**config.mk**
```make
export PLATFORM = sky130hd
export DESIGN_NAME = gpp_top
export DESIGN_NICKNAME = d
export VERILOG_FILES = /design/src/rtl/gpp_pkg.sv /design/src/rtl/gpp_pad.sv /design/src/rtl/gpp_top.sv
export SDC_FILE = /design/constraint.sdc
export NUM_CORES = 1
export LEC_CHECK = 0
export BUFFER_PORTS_ARGS = -buffer_cell sky130_fd_sc_hd__buf_2
export CAP_MARGIN = 10
export CORE_MARGIN = 2
export CORE_UTILIZATION = 38
export CTS_CLUSTER_SIZE = 24
export DETAILED_ROUTE_END_ITERATION = 8
export SLEW_MARGIN = 25
export SYNTH_ARGS = -nofsm -noshare
export SYNTH_HDL_FRONTEND = slang
export SYNTH_SLANG_ARGS = --single-unit
```
**constraint.sdc**
```tcl
create_clock -name CLK -period 5.6 [get_ports CLK]
set_input_delay 0.84 -clock CLK [delete_from_list [all_inputs] [get_ports CLK]]
set_output_delay 0.84 -clock CLK [all_outputs]
set_load 0.02 [all_outputs]
```
**src/rtl/gpp_pkg.sv**
```systemverilog
// Operation
// - port 4 pull-up enable bit 1 connects the internal pull-up to its pin.
// - a pin driving low has its pull-up disconnected; on port 4 only 3 clock edges after its P4_DRIVE_LOW bit goes high.
// - ordinary port 6 data read returns sampled pin levels.
// - read-modify-write data read returns the output latch instead.
// - data write updates the latch; output pins drive the latch value.
// - direction bit 0 makes input, 1 makes output driven from latch.
// - port 6 and 7 pull-up bits: 0 disables, 1 enables the pull-up.
// - port 6 register bits 0 to 7 map to pins 60 to 67.
// - port 7 bits 0 to 7 map to pins 70 to 77, same semantics.
// - port 7 open-drain pin with latch 1 and output enabled floats.
// - ordinary port 7 data read returns sampled pin levels.
// - data write on an input pin only updates the latch.
// - reset clears all direction bits, every pin starts as input.
package gpp_pkg;

	localparam int unsigned ADDR_W = 4;
	localparam int unsigned PORT_W = 8;

	// ****************************************
	// register offsets
	// ****************************************
	localparam logic [3:0] OFS_P6_LATCH = 4'h0;
	localparam logic [3:0] OFS_P6_DIR   = 4'h1;
	localparam logic [3:0] OFS_P6_PULL  = 4'h2;
	localparam logic [3:0] OFS_P7_LATCH = 4'h3;
	localparam logic [3:0] OFS_P7_DIR   = 4'h4;
	localparam logic [3:0] OFS_P7_PULL  = 4'h5;
	localparam logic [3:0] OFS_P4_PULL  = 4'h6;

	// ****************************************
	// reset values
	// ****************************************
	localparam logic [7:0] RST_LATCH = 8'h00;
	localparam logic [7:0] RST_DIR   = 8'h00;
	localparam logic [7:0] RST_PULL  = 8'h00;
	localparam logic [7:0] RST_OD7   = 8'h00;

	typedef struct packed {
		logic [7:0] latch;
		logic [7:0] dir;
		logic [7:0] pull;
	} gpp_port_t;

	typedef struct packed {
		logic [7:0] dout;
		logic [7:0] oe_n;
		logic [7:0] pull;
	} gpp_pins_t;

endpackage

```
**src/rtl/gpp_pad.sv**
```systemverilog
`timescale 1ns/1ps
`default_nettype none
module gpp_pad #(
	parameter int unsigned WIDTH = 8
) (
	input  wire logic             CLK,
	input  wire logic             SYS_RST,
	input  wire logic [WIDTH-1:0] latch,
	input  wire logic [WIDTH-1:0] dir,
	input  wire logic [WIDTH-1:0] pull,
	input  wire logic [WIDTH-1:0] od,
	input  wire logic [WIDTH-1:0] pin_in,
	output logic      [WIDTH-1:0] pin_sync,
	output logic      [WIDTH-1:0] dout_r,
	output logic      [WIDTH-1:0] oe_n_r,
	output logic      [WIDTH-1:0] pull_r
);

	logic [WIDTH-1:0] meta_r;
	logic [WIDTH-1:0] dout_nxt;
	logic [WIDTH-1:0] oe_n_nxt;
	logic [WIDTH-1:0] pull_nxt;
	logic [WIDTH-1:0] drive;

	// ****************************************
	// pad drive
	// ****************************************
	always_comb begin
		drive    = dir & ~(od & latch);
		dout_nxt = latch;
		oe_n_nxt = ~drive;
		pull_nxt = pull & ~(drive & ~latch);
	end

	always_ff @(posedge CLK or posedge SYS_RST) begin
		if (SYS_RST) begin
			meta_r   <= '0;
			pin_sync <= '0;
			dout_r   <= '0;
			oe_n_r   <= '1;
			pull_r   <= '0;
		end else begin
			meta_r   <= pin_in;
			pin_sync <= meta_r;
			dout_r   <= dout_nxt;
			oe_n_r   <= oe_n_nxt;
			pull_r   <= pull_nxt;
		end
	end

endmodule
`default_nettype wire

```
**src/rtl/gpp_top.sv**
```systemverilog
`timescale 1ns/1ps
`default_nettype none
module gpp_top #(
	parameter logic [7:0] P7_OPEN_DRAIN = gpp_pkg::RST_OD7
) (
	input  wire logic                       CLK,
	input  wire logic                       SYS_RST,
	input  wire logic [gpp_pkg::ADDR_W-1:0] ADDR,
	input  wire logic [7:0]                 WDATA,
	input  wire logic                       WR,
	input  wire logic                       RD,
	input  wire logic                       RD_RMW,
	output logic      [7:0]                 RDATA,
	input  wire logic [7:0]                 P6_IN,
	output logic      [7:0]                 P6_OUT,
	output logic      [7:0]                 P6_OE_N,
	output logic      [7:0]                 P6_PULLUP,
	input  wire logic [7:0]                 P7_IN,
	output logic      [7:0]                 P7_OUT,
	output logic      [7:0]                 P7_OE_N,
	output logic      [7:0]                 P7_PULLUP,
	input  wire logic [7:0]                 P4_DRIVE_LOW,
	output logic      [7:0]                 P4_PULLUP
);

	gpp_pkg::gpp_port_t p6_r;
	gpp_pkg::gpp_port_t p6_nxt;
	gpp_pkg::gpp_port_t p7_r;
	gpp_pkg::gpp_port_t p7_nxt;
	logic [7:0]         p4_pull_r;
	logic [7:0]         p4_pull_nxt;
	logic [7:0]         p4_low_meta_r;
	logic [7:0]         p4_low_r;
	logic [7:0]         p4_pullup_nxt;
	logic [7:0]         rdata_nxt;
	logic [7:0]         p6_sync;
	logic [7:0]         p7_sync;

	// bit i of every register maps to pin i of its port
	function automatic logic [7:0] data_read(input logic rmw, input logic [7:0] latch,
		input logic [7:0] pins);
		data_read = rmw ? latch : pins;
	endfunction

	// ****************************************
	// register writes
	// ****************************************
	always_comb begin
		p6_nxt      = p6_r;
		p7_nxt      = p7_r;
		p4_pull_nxt = p4_pull_r;
		if (WR) begin
			unique case (ADDR)
				gpp_pkg::OFS_P6_LATCH: p6_nxt.latch = WDATA;
				gpp_pkg::OFS_P6_DIR:   p6_nxt.dir   = WDATA;
				gpp_pkg::OFS_P6_PULL:  p6_nxt.pull  = WDATA;
				gpp_pkg::OFS_P7_LATCH: p7_nxt.latch = WDATA;
				gpp_pkg::OFS_P7_DIR:   p7_nxt.dir   = WDATA;
				gpp_pkg::OFS_P7_PULL:  p7_nxt.pull  = WDATA;
				gpp_pkg::OFS_P4_PULL:  p4_pull_nxt  = WDATA;
				default: ;
			endcase
		end
	end

	// ****************************************
	// read mux
	// ****************************************
	always_comb begin
		rdata_nxt = 8'h00;
		if (RD) begin
			unique case (ADDR)
				gpp_pkg::OFS_P6_LATCH: rdata_nxt = data_read(RD_RMW, p6_r.latch, p6_sync);
				gpp_pkg::OFS_P6_DIR:   rdata_nxt = p6_r.dir;
				gpp_pkg::OFS_P6_PULL:  rdata_nxt = p6_r.pull;
				gpp_pkg::OFS_P7_LATCH: rdata_nxt = data_read(RD_RMW, p7_r.latch, p7_sync);
				gpp_pkg::OFS_P7_DIR:   rdata_nxt = p7_r.dir;
				gpp_pkg::OFS_P7_PULL:  rdata_nxt = p7_r.pull;
				gpp_pkg::OFS_P4_PULL:  rdata_nxt = p4_pull_r;
				default:               rdata_nxt = 8'h00;
			endcase
		end
	end

	// port 4 drives its pins elsewhere; only its pull-up gating lives here
	always_comb begin
		p4_pullup_nxt = p4_pull_r & ~p4_low_r;
	end

	always_ff @(posedge CLK or posedge SYS_RST) begin
		if (SYS_RST) begin
			p6_r          <= '{latch: gpp_pkg::RST_LATCH, dir: gpp_pkg::RST_DIR,
				pull: gpp_pkg::RST_PULL};
			p7_r          <= '{latch: gpp_pkg::RST_LATCH, dir: gpp_pkg::RST_DIR,
				pull: gpp_pkg::RST_PULL};
			p4_pull_r     <= gpp_pkg::RST_PULL;
			p4_low_meta_r <= 8'h00;
			p4_low_r      <= 8'h00;
			RDATA         <= 8'h00;
			P4_PULLUP     <= 8'h00;
		end else begin
			p6_r          <= p6_nxt;
			p7_r          <= p7_nxt;
			p4_pull_r     <= p4_pull_nxt;
			p4_low_meta_r <= P4_DRIVE_LOW;
			p4_low_r      <= p4_low_meta_r;
			RDATA         <= rdata_nxt;
			P4_PULLUP     <= p4_pullup_nxt;
		end
	end

	// ****************************************
	// pads
	// ****************************************
	gpp_pad #(.WIDTH(8)) u_p6 (
		.CLK      (CLK),
		.SYS_RST  (SYS_RST),
		.latch    (p6_r.latch),
		.dir      (p6_r.dir),
		.pull     (p6_r.pull),
		.od       (8'h00),
		.pin_in   (P6_IN),
		.pin_sync (p6_sync),
		.dout_r   (P6_OUT),
		.oe_n_r   (P6_OE_N),
		.pull_r   (P6_PULLUP)
	);

	gpp_pad #(.WIDTH(8)) u_p7 (
		.CLK      (CLK),
		.SYS_RST  (SYS_RST),
		.latch    (p7_r.latch),
		.dir      (p7_r.dir),
		.pull     (p7_r.pull),
		.od       (P7_OPEN_DRAIN),
		.pin_in   (P7_IN),
		.pin_sync (p7_sync),
		.dout_r   (P7_OUT),
		.oe_n_r   (P7_OE_N),
		.pull_r   (P7_PULLUP)
	);

endmodule
`default_nettype wire

```
==> summary.md, run 1 <==
| Metric | Value |
|---|---|
| Status | `finished, final reports clean` |
| Largest net degree at the start of global routing | `roughly 110` |
| H-tree levels | `4` |
| Library cells used by synthesis | `33` |
| Power density over the cells | `roughly 450 mW/mm2` |
| Die ar. | `around 0.017 mm2` |
| Seq pwr share | `around 47%` |
| Number of global-route vias before repair | `~3400` |
| Clock buffer depth | `2` |
| Setup Buffers After CTS | `0` |
| Avg Inst Size Synth | `approximately 16 um2` |
| Fin crit period | `about 2.3 ns` |
| Port bufs | `about 100` |
| Final layout net count | `522` |
| Metal3 WL | `610 um` |
| Cts bufs inserted | `17` |
| Overflow after GRT | `0` |
| Clock transition at path regs | `0.06 ns` |
| CP Data Required Time | `between 5 and 6 ns` |
| Critical Path End Type | `register` |
| WL met1 | `about 5700 um` |
| Worst hold-check path type | `register to register` |
| Die X | `about 130 um` |
| Routed Antenna Nets | `0` |
| Pleak | `~3.5 nW` |
| Root Buffer | `clkbuf_16` |
| Die height | `about 130 um` |
| I/O pin count | `~110` |
| Rel. slew slack | `about half` |
| Final setup viols | `0` |
| Placed cells | `just under 700` |
| Share of layout cells above drive strength 1 | `48.6%` |
| Compound-cell area share of the yosys netlist | `under 10%` |
| Synth Area in XOR/XNOR | `0%` |
| Core area | `between 0.015 and 0.02 mm2` |
| Clock latency on the worst-skew pair | `around 0.42 ns` |
| Gpl congestion | `roughly 0.8` |
| Met2 wire len | `between 6000 and 7000 um` |
| Initial core utilization | `39.1%` |
| First-pass GRT wire length | `19700 um` |
| Final Skew | `a little over 0.007 ns` |
| EDFF count, synth | `0` |
| Worst hold margin | `roughly 0.34 ns` |
| Net Switching | `slightly below 0.9 mW` |
| Simple-gate share of the synthesized area | `roughly 6.4%` |
| Clock Power Share | `between 30% and 40%` |
| Rows | `45` |
| Buf/Inv on CP | `1` |
| Synth Area in Adders | `0%` |
| Biggest area consumer among synthesized cells | `dfrtp_1` |
| Post-Syn Area | `a little under 0.006 mm2` |
| Total track usage | `16.2%` |
| Final WL | `between 10000 and 15000 um` |
| Crit path max-delay family | `simple AND/OR/NAND/NOR gates` |
| Sequential-to-total area share from yosys stat | `between 70 and 80%` |
| Top_reg_cell synth | `dfrtp_1` |
| Synth area leaders | `dfrtp_1, mux2_2, dfstp_2` |
| Internal | `approximately 2.4 mW` |
| Slew Limit Fails | `0` |
| Fin cells | `between 700 and 800` |
| CP max stage delay | `about 0.62 ns` |
| CTS tree | `yes` |
| Highest Clock Rate | `428 MHz` |
| Initial antenna violation count | `0` |
| Clk sinks | `~170` |
| # hold bufs at CTS | `0` |
| Critical-path cell list | `buf_2, nor2b_1, and3_1, mux2_2` |
| Synth Warn # | `0` |
| Maximum vdd drop | `around 0.22 mV` |
| Comb pwr share | `14.7%` |
| Via Count | `approximately 3300` |
| Worst-margin pin slew | `between 0.7 and 0.8 ns` |
| CTS resizes | `0` |
| Area Overhead vs Synth | `23.4%` |
| WL/cell | `~18 um` |
| Worst path slowest cell | `and3_1` |
| WP data arrival | `2.65 ns` |
| Setup CP Type | `input port to register` |
| Max Fanout on Critical Path | `17` |
| Final HPWL DP | `approximately 8200 um` |
| #FFs+latches synth | `168` |
| TNS Setup | `0 ns` |
| Via density | `4.74` |
| Top-area cell type share of the netlist area | `between 60% and 70%` |
| Mapped Nets | `just over 400` |
| Max cap viols | `0` |
| Ys async rst share | `100%` |
| RSZ-0062 raised after global routing | `false` |
| Sw frac | `around a quarter` |
| Final Cycle Share | `a little over two fifths` |
| Combinational family with the most area after synthesis | `multiplexers` |
| Top Metal Used | `met4` |
| DRT iter0 DRCs | `between 200 and 250` |
| Ant diodes | `0` |
| DR DRC count | `0` |
| Post-Synthesis Cells | `369` |
| Mux contribution to synthesized area | `roughly 15%` |
| Final hold vios | `0` |
| First-pass iteration count of the detailed router | `4` |
| CP Launch Type | `input port` |
==> power groups by stage <==
stage / sequential (mW) / clock [mW] / combinational [mW]
after floorplan: 1.67 / 0 / 0.209
after global placement: 1.58 / 0 / 0.488
after detailed placement: 1.58 / 0 / 0.493
after CTS: 1.56 / 1.30 / 0.495
after global routing: 1.58 / 1.36 / 0.527
final: 1.56 / 1.27 / 0.488
==> through the flow <==
step / worst slack, ns / total power, mW / util [%] / cell area, um2
final: 3.26 / 3.32 / 48.2 / 7360
after global routing: 3.25 / 3.47 / 48.2 / 7360
after CTS: 3.30 / 3.35 / 48.2 / 7350
after detailed placement: 2.85 / 2.07 / 43.9 / 6710
after global placement: 2.86 / 2.06 / 43.9 / 6710
after floorplan: 0.240 / 1.87 / - / 5960
==> flip-flops by register name, summed over array words and instances, names as in the netlist <==
| signal | cells |
|---|---|
| u_p7.meta_r | 8 |
| p4_pull_r | 8 |
| p6_r | 24 |
| u_p6.pull_r | 8 |
| u_p7.oe_n_r | 8 |
| P4_PULLUP | 8 |
| p4_low_r | 8 |
| RDATA | 8 |
| u_p6.oe_n_r | 8 |
| u_p7.pull_r | 8 |
| u_p6.pin_sync | 8 |
| u_p7.dout_r | 8 |
| u_p6.dout_r | 8 |
| p7_r | 24 |
| p4_low_meta_r | 8 |
| u_p7.pin_sync | 8 |
| u_p6.meta_r | 8 |
==> metal layers <==
layer | up-vias | GRT usage [%]
met1 | 1720 | 22.3
met4 | 0 | 6.27
met2 | 90 | 24.5
met5 | - | 0
li1 | 1520 | -
met3 | 14 | 4.71
==> cells in the final DEF (no fill, tap or decap), types with 3 or more instances in the layout <==
| cell type | n |
|---|---|
| a22oi_1 | 12 |
| mux2i_1 | 5 |
| dfstp_2 | 16 |
| bufinv_16 | 4 |
| nor2b_1 | 9 |
| nand2_1 | 4 |
| a31oi_1 | 6 |
| mux2_2 | 77 |
| and3b_1 | 8 |
| dfrtp_1 | 152 |
| nand3b_1 | 3 |
| buf_2 | 104 |
| o21a_1 | 16 |
| or3_1 | 5 |
| clkbuf_8 | 4 |
| clkbuf_16 | 17 |
| inv_1 | 16 |
| o21ai_0 | 5 |
==> worst paths after layout <==
path | startpoint | endpoint | slack [ns] | cells after the start
max in group asynchronous | SYS_RST | u_p6.dout_r[5] | 3.83 | 3
setup reg to reg | p6_r[22] | RDATA[6] | 4.27 | 3
hold reg to reg | p4_low_meta_r[2] | p4_low_r[2] | 0.34 | 0
min in group asynchronous | SYS_RST | p4_low_r[6] | 0.54 | 2
hold / removal | p4_low_meta_r[2] | p4_low_r[2] | 0.34 | 0
setup / recovery | ADDR[2] | p4_pull_r[4] | 3.26 | 4
==> Yosys cell counts, types with 3 or more instances <==
cell type	number
nand3b_1	3
nand2_1	4
mux2_2	77
or3_1	5
a31oi_1	6
dfrtp_1	152
buf_2	8
a22oi_1	12
o21a_1	16
nor2b_1	9
and3b_1	8
dfstp_2	16
inv_1	17
mux2i_1	5
o21ai_0	5
clkbuf_1	4
==> cell families after synthesis <==
group	Yosys count
AND/OR/NAND/NOR	46
flip-flops	168
AO/OA/AOI/OAI	43
buffers and inverters	30
multiplexers	82
==> final cells by class <==
class	count	area, um2
repair buffers	106	536
clock inverters	9	161
well taps	211	264
clock buffers	23	488
multi-input cells	171	1610
inverters	17	71.3
fillers	1310	7900
flip-flops and latches	168	4220
Power figures use the tool's default switching activity.
==> run 2: changes to the inputs <==
==> constraint.sdc (replaced) <==
create_clock -name CLK -period 2.2 [get_ports CLK]
set_input_delay 0.33 -clock CLK [delete_from_list [all_inputs] [get_ports CLK]]
set_output_delay 0.33 -clock CLK [all_outputs]
set_load 0.02 [all_outputs]
==> summary.md, run 2 (synthesis gave the netlist of run 1 again) <==
| Metric | Value |
|---|---|
| Status | `finished, final reports clean (unchanged)` |
| WL/cell | `17.5 um (was 18.1 um)` |
| WHS Endpoint | `p4_low_meta_r[0] (was p4_low_r[2])` |
| Port bufs | `104 (unchanged)` |
| # fillers | `1319 (was 1310)` |
| Worst hold start | `P4_DRIVE_LOW[0] (was p4_low_meta_r[2])` |
| First-pass iteration count of the detailed router | `4 (unchanged)` |
| Largest net degree at the start of global routing | `57 (was 113)` |
| Initial antenna violation count | `0 (unchanged)` |
| Highest Clock Rate | `602 MHz` |
| I/O pin count | `105 (unchanged)` |
| Max cap viols | `0 (unchanged)` |
| DRT iter0 DRCs | `152 (was 224)` |
| Final setup viols | `0 (unchanged)` |
| Reg-to-Reg Start | `p6_r[22] (unchanged)` |
| H-tree levels | `4 (unchanged)` |
| Fin crit period | `1.66 ns` |
| Root Buffer | `clkbuf_16 (unchanged)` |
| Area Overhead vs Synth | `27.1% (was 23.4%)` |
| Die X | `129 um (unchanged)` |
| RSZ-0062 raised after global routing | `false (unchanged)` |
| Comb pwr share | `15.8% (was 14.7%)` |
| Die ar. | `0.0167 mm2 (unchanged)` |
| DR DRC count | `0 (unchanged)` |
| Worst hold-check path type | `input port to register (was register to register)` |
| Routed Antenna Nets | `0 (unchanged)` |
| Final HPWL DP | `8620 um (was 8180 um)` |
| CTS tree | `yes (unchanged)` |
| CP Launch Type | `input port (unchanged)` |
| Most frequent cells in the layout | `dfrtp_1, buf_2, mux2_2 (unchanged)` |
| Pleak | `3.55 nW (was 3.46 nW)` |
| Internal | `5.96 mW (was 2.45 mW)` |
| Via Count | `3479 (was 3344)` |
| CP Data Required Time | `2.50 ns (was 5.91 ns)` |
| Final layout net count | `549 (was 522)` |
| Seq pwr share | `48.8% (was 47.1%)` |
| Share of layout cells above drive strength 1 | `47.6% (was 48.6%)` |
| Gpl congestion | `0.789 (was 0.818)` |
| Overflow after GRT | `0 (unchanged)` |
| Worst path depth | `4 (unchanged)` |
| Clk sinks | `168 (unchanged)` |
| Clock Power Share | `35.5% (was 38.2%)` |
| Final WL | `12800 um (about the same)` |
| Worst path slowest cell | `and3_1 (unchanged)` |
| Clock latency on the worst-skew pair | `0.42 ns (about the same)` |
| R2R depth | `3 (unchanged)` |
| Final hold vios | `0 (unchanged)` |
| Via density | `4.75 (was 4.74)` |
| Worst hold margin | `0.0179 ns (was 0.345 ns)` |
| Rel. slew slack | `61.0% (was 50.0%)` |
| Sw frac | `26.7% (was 26.2%)` |
| Crit path max-delay family | `simple AND/OR/NAND/NOR gates (unchanged)` |
| Setup Buffers After CTS | `0 (unchanged)` |
| Finished Core Util | `49.7% (was 48.2%)` |
| Final Skew | `0.00891 ns (was 0.00712 ns)` |
| Top flop regs | `p6_r: 24 flops, p7_r: 24 flops (unchanged)` |
| Max Fanout on Critical Path | `11 (was 17)` |
| Final Cycle Share | `between 70 and 80%` |
| Net Switching | `2.17 mW (was 0.869 mW)` |
| Core area | `0.0153 mm2 (unchanged)` |
| First-pass GRT wire length | `20200 um (was 19700 um)` |
| Cts bufs inserted | `17 (unchanged)` |
| Initial core utilization | `39.1% (unchanged)` |
| R2R setup slack | `0.93 ns (was 4.27 ns)` |
| Critical-path cell list | `buf_2, nor2b_1, and3_1, mux2_2 (unchanged)` |
| WP data arrival | `1.96 ns (was 2.65 ns)` |
| Worst hold stages | `1 (was 0)` |
| Die height | `129 um (unchanged)` |
| Buf/Inv on CP | `1 (unchanged)` |
| Power density over the cells | `1070 mW/mm2 (was 451 mW/mm2)` |
| Total track usage | `16.5% (was 16.2%)` |
| CP max stage delay | `0.57 ns (was 0.62 ns)` |
| Ant diodes | `0 (unchanged)` |
| CTS resizes | `0 (unchanged)` |
| Worst-margin pin slew | `0.585 ns (was 0.745 ns)` |
| Rows | `45 (unchanged)` |
| Slew Limit Fails | `0 (unchanged)` |
| Maximum vdd drop | `0.550 mV (was 0.222 mV)` |
| Setup CP Type | `input port to register (unchanged)` |
| # hold bufs at CTS | `15 (was 0)` |
| Most common cell after layout, fill and taps aside | `dfrtp_1 (unchanged)` |
| Number of global-route vias before repair | `3718 (was 3432)` |
| Critical Path End Type | `register (unchanged)` |
| Crit Reg-Reg Endpoint | `RDATA[6] (unchanged)` |
| Clock buffer depth | `2 (unchanged)` |
| Clock transition at path regs | `0.06 ns (about the same)` |
run 2: layout make-up:
class | count | area (um2) | area share [%]
tap | 211 | 264 | 3.48
multi-input combinational | 171 | 1610 | 21.3
clock buffer | 21 | 460 | 6.08
clock inverter | 11 | 124 | 1.64
sequential | 168 | 4220 | 55.8
inverter | 17 | 67.6 | 0.892
timing repair buffer | 133 | 823 | 10.9
run 2: worst max-delay path by stage:
stage	from	endpoint	slack, ns
2_1_floorplan	SYS_RST	P4_PULLUP[0]	-0.26
3_3_place_gp	ADDR[2]	p4_pull_r[0]	0.13
3_5_place_dp	ADDR[2]	p4_pull_r[2]	0.1
4_1_cts	ADDR[2]	p4_pull_r[0]	0.55
5_1_grt	ADDR[2]	p4_pull_r[4]	0.49
6_report	ADDR[2]	p4_pull_r[2]	0.54
run 2: layer usage:
| metal | part of all wire (%) | vias up | track usage (%) |
|---|---|---|---|
| li1 | - | 1576 | - |
| met1 | 44 | 1803 | 20.8 |
| met2 | 51 | 86 | 26.6 |
| met3 | 3.8 | 14 | 4.87 |
| met4 | 1.8 | 0 | 7.29 |
| met5 | 0 | - | 0 |
run 2: power groups by stage:
stage | logic, mW | clock network, mW | registers, mW
2_1_floorplan | 0.532 | 0 | 4.24
3_3_place_gp | 1.26 | 0 | 4.02
3_5_place_dp | 1.27 | 0 | 4.03
4_1_cts | 1.30 | 2.96 | 3.98
5_1_grt | 1.39 | 3.09 | 4.03
6_report | 1.28 | 2.88 | 3.97
run 2: metrics by stage:
stage | worst slack (ns) | instances | area (um2) | setup TNS (ns) | total power [mW]
2_1_floorplan | -0.258 | 369 | 5960 | -39.17 | 4.77
3_3_place_gp | 0.131 | 681 | 6800 | 0 | 5.27
3_5_place_dp | 0.0953 | 681 | 6800 | 0 | 5.30
4_1_cts | 0.548 | 728 | 7540 | 0 | 8.24
5_1_grt | 0.491 | 732 | 7580 | 0 | 8.51
6_report | 0.538 | 732 | 7580 | 0 | 8.13
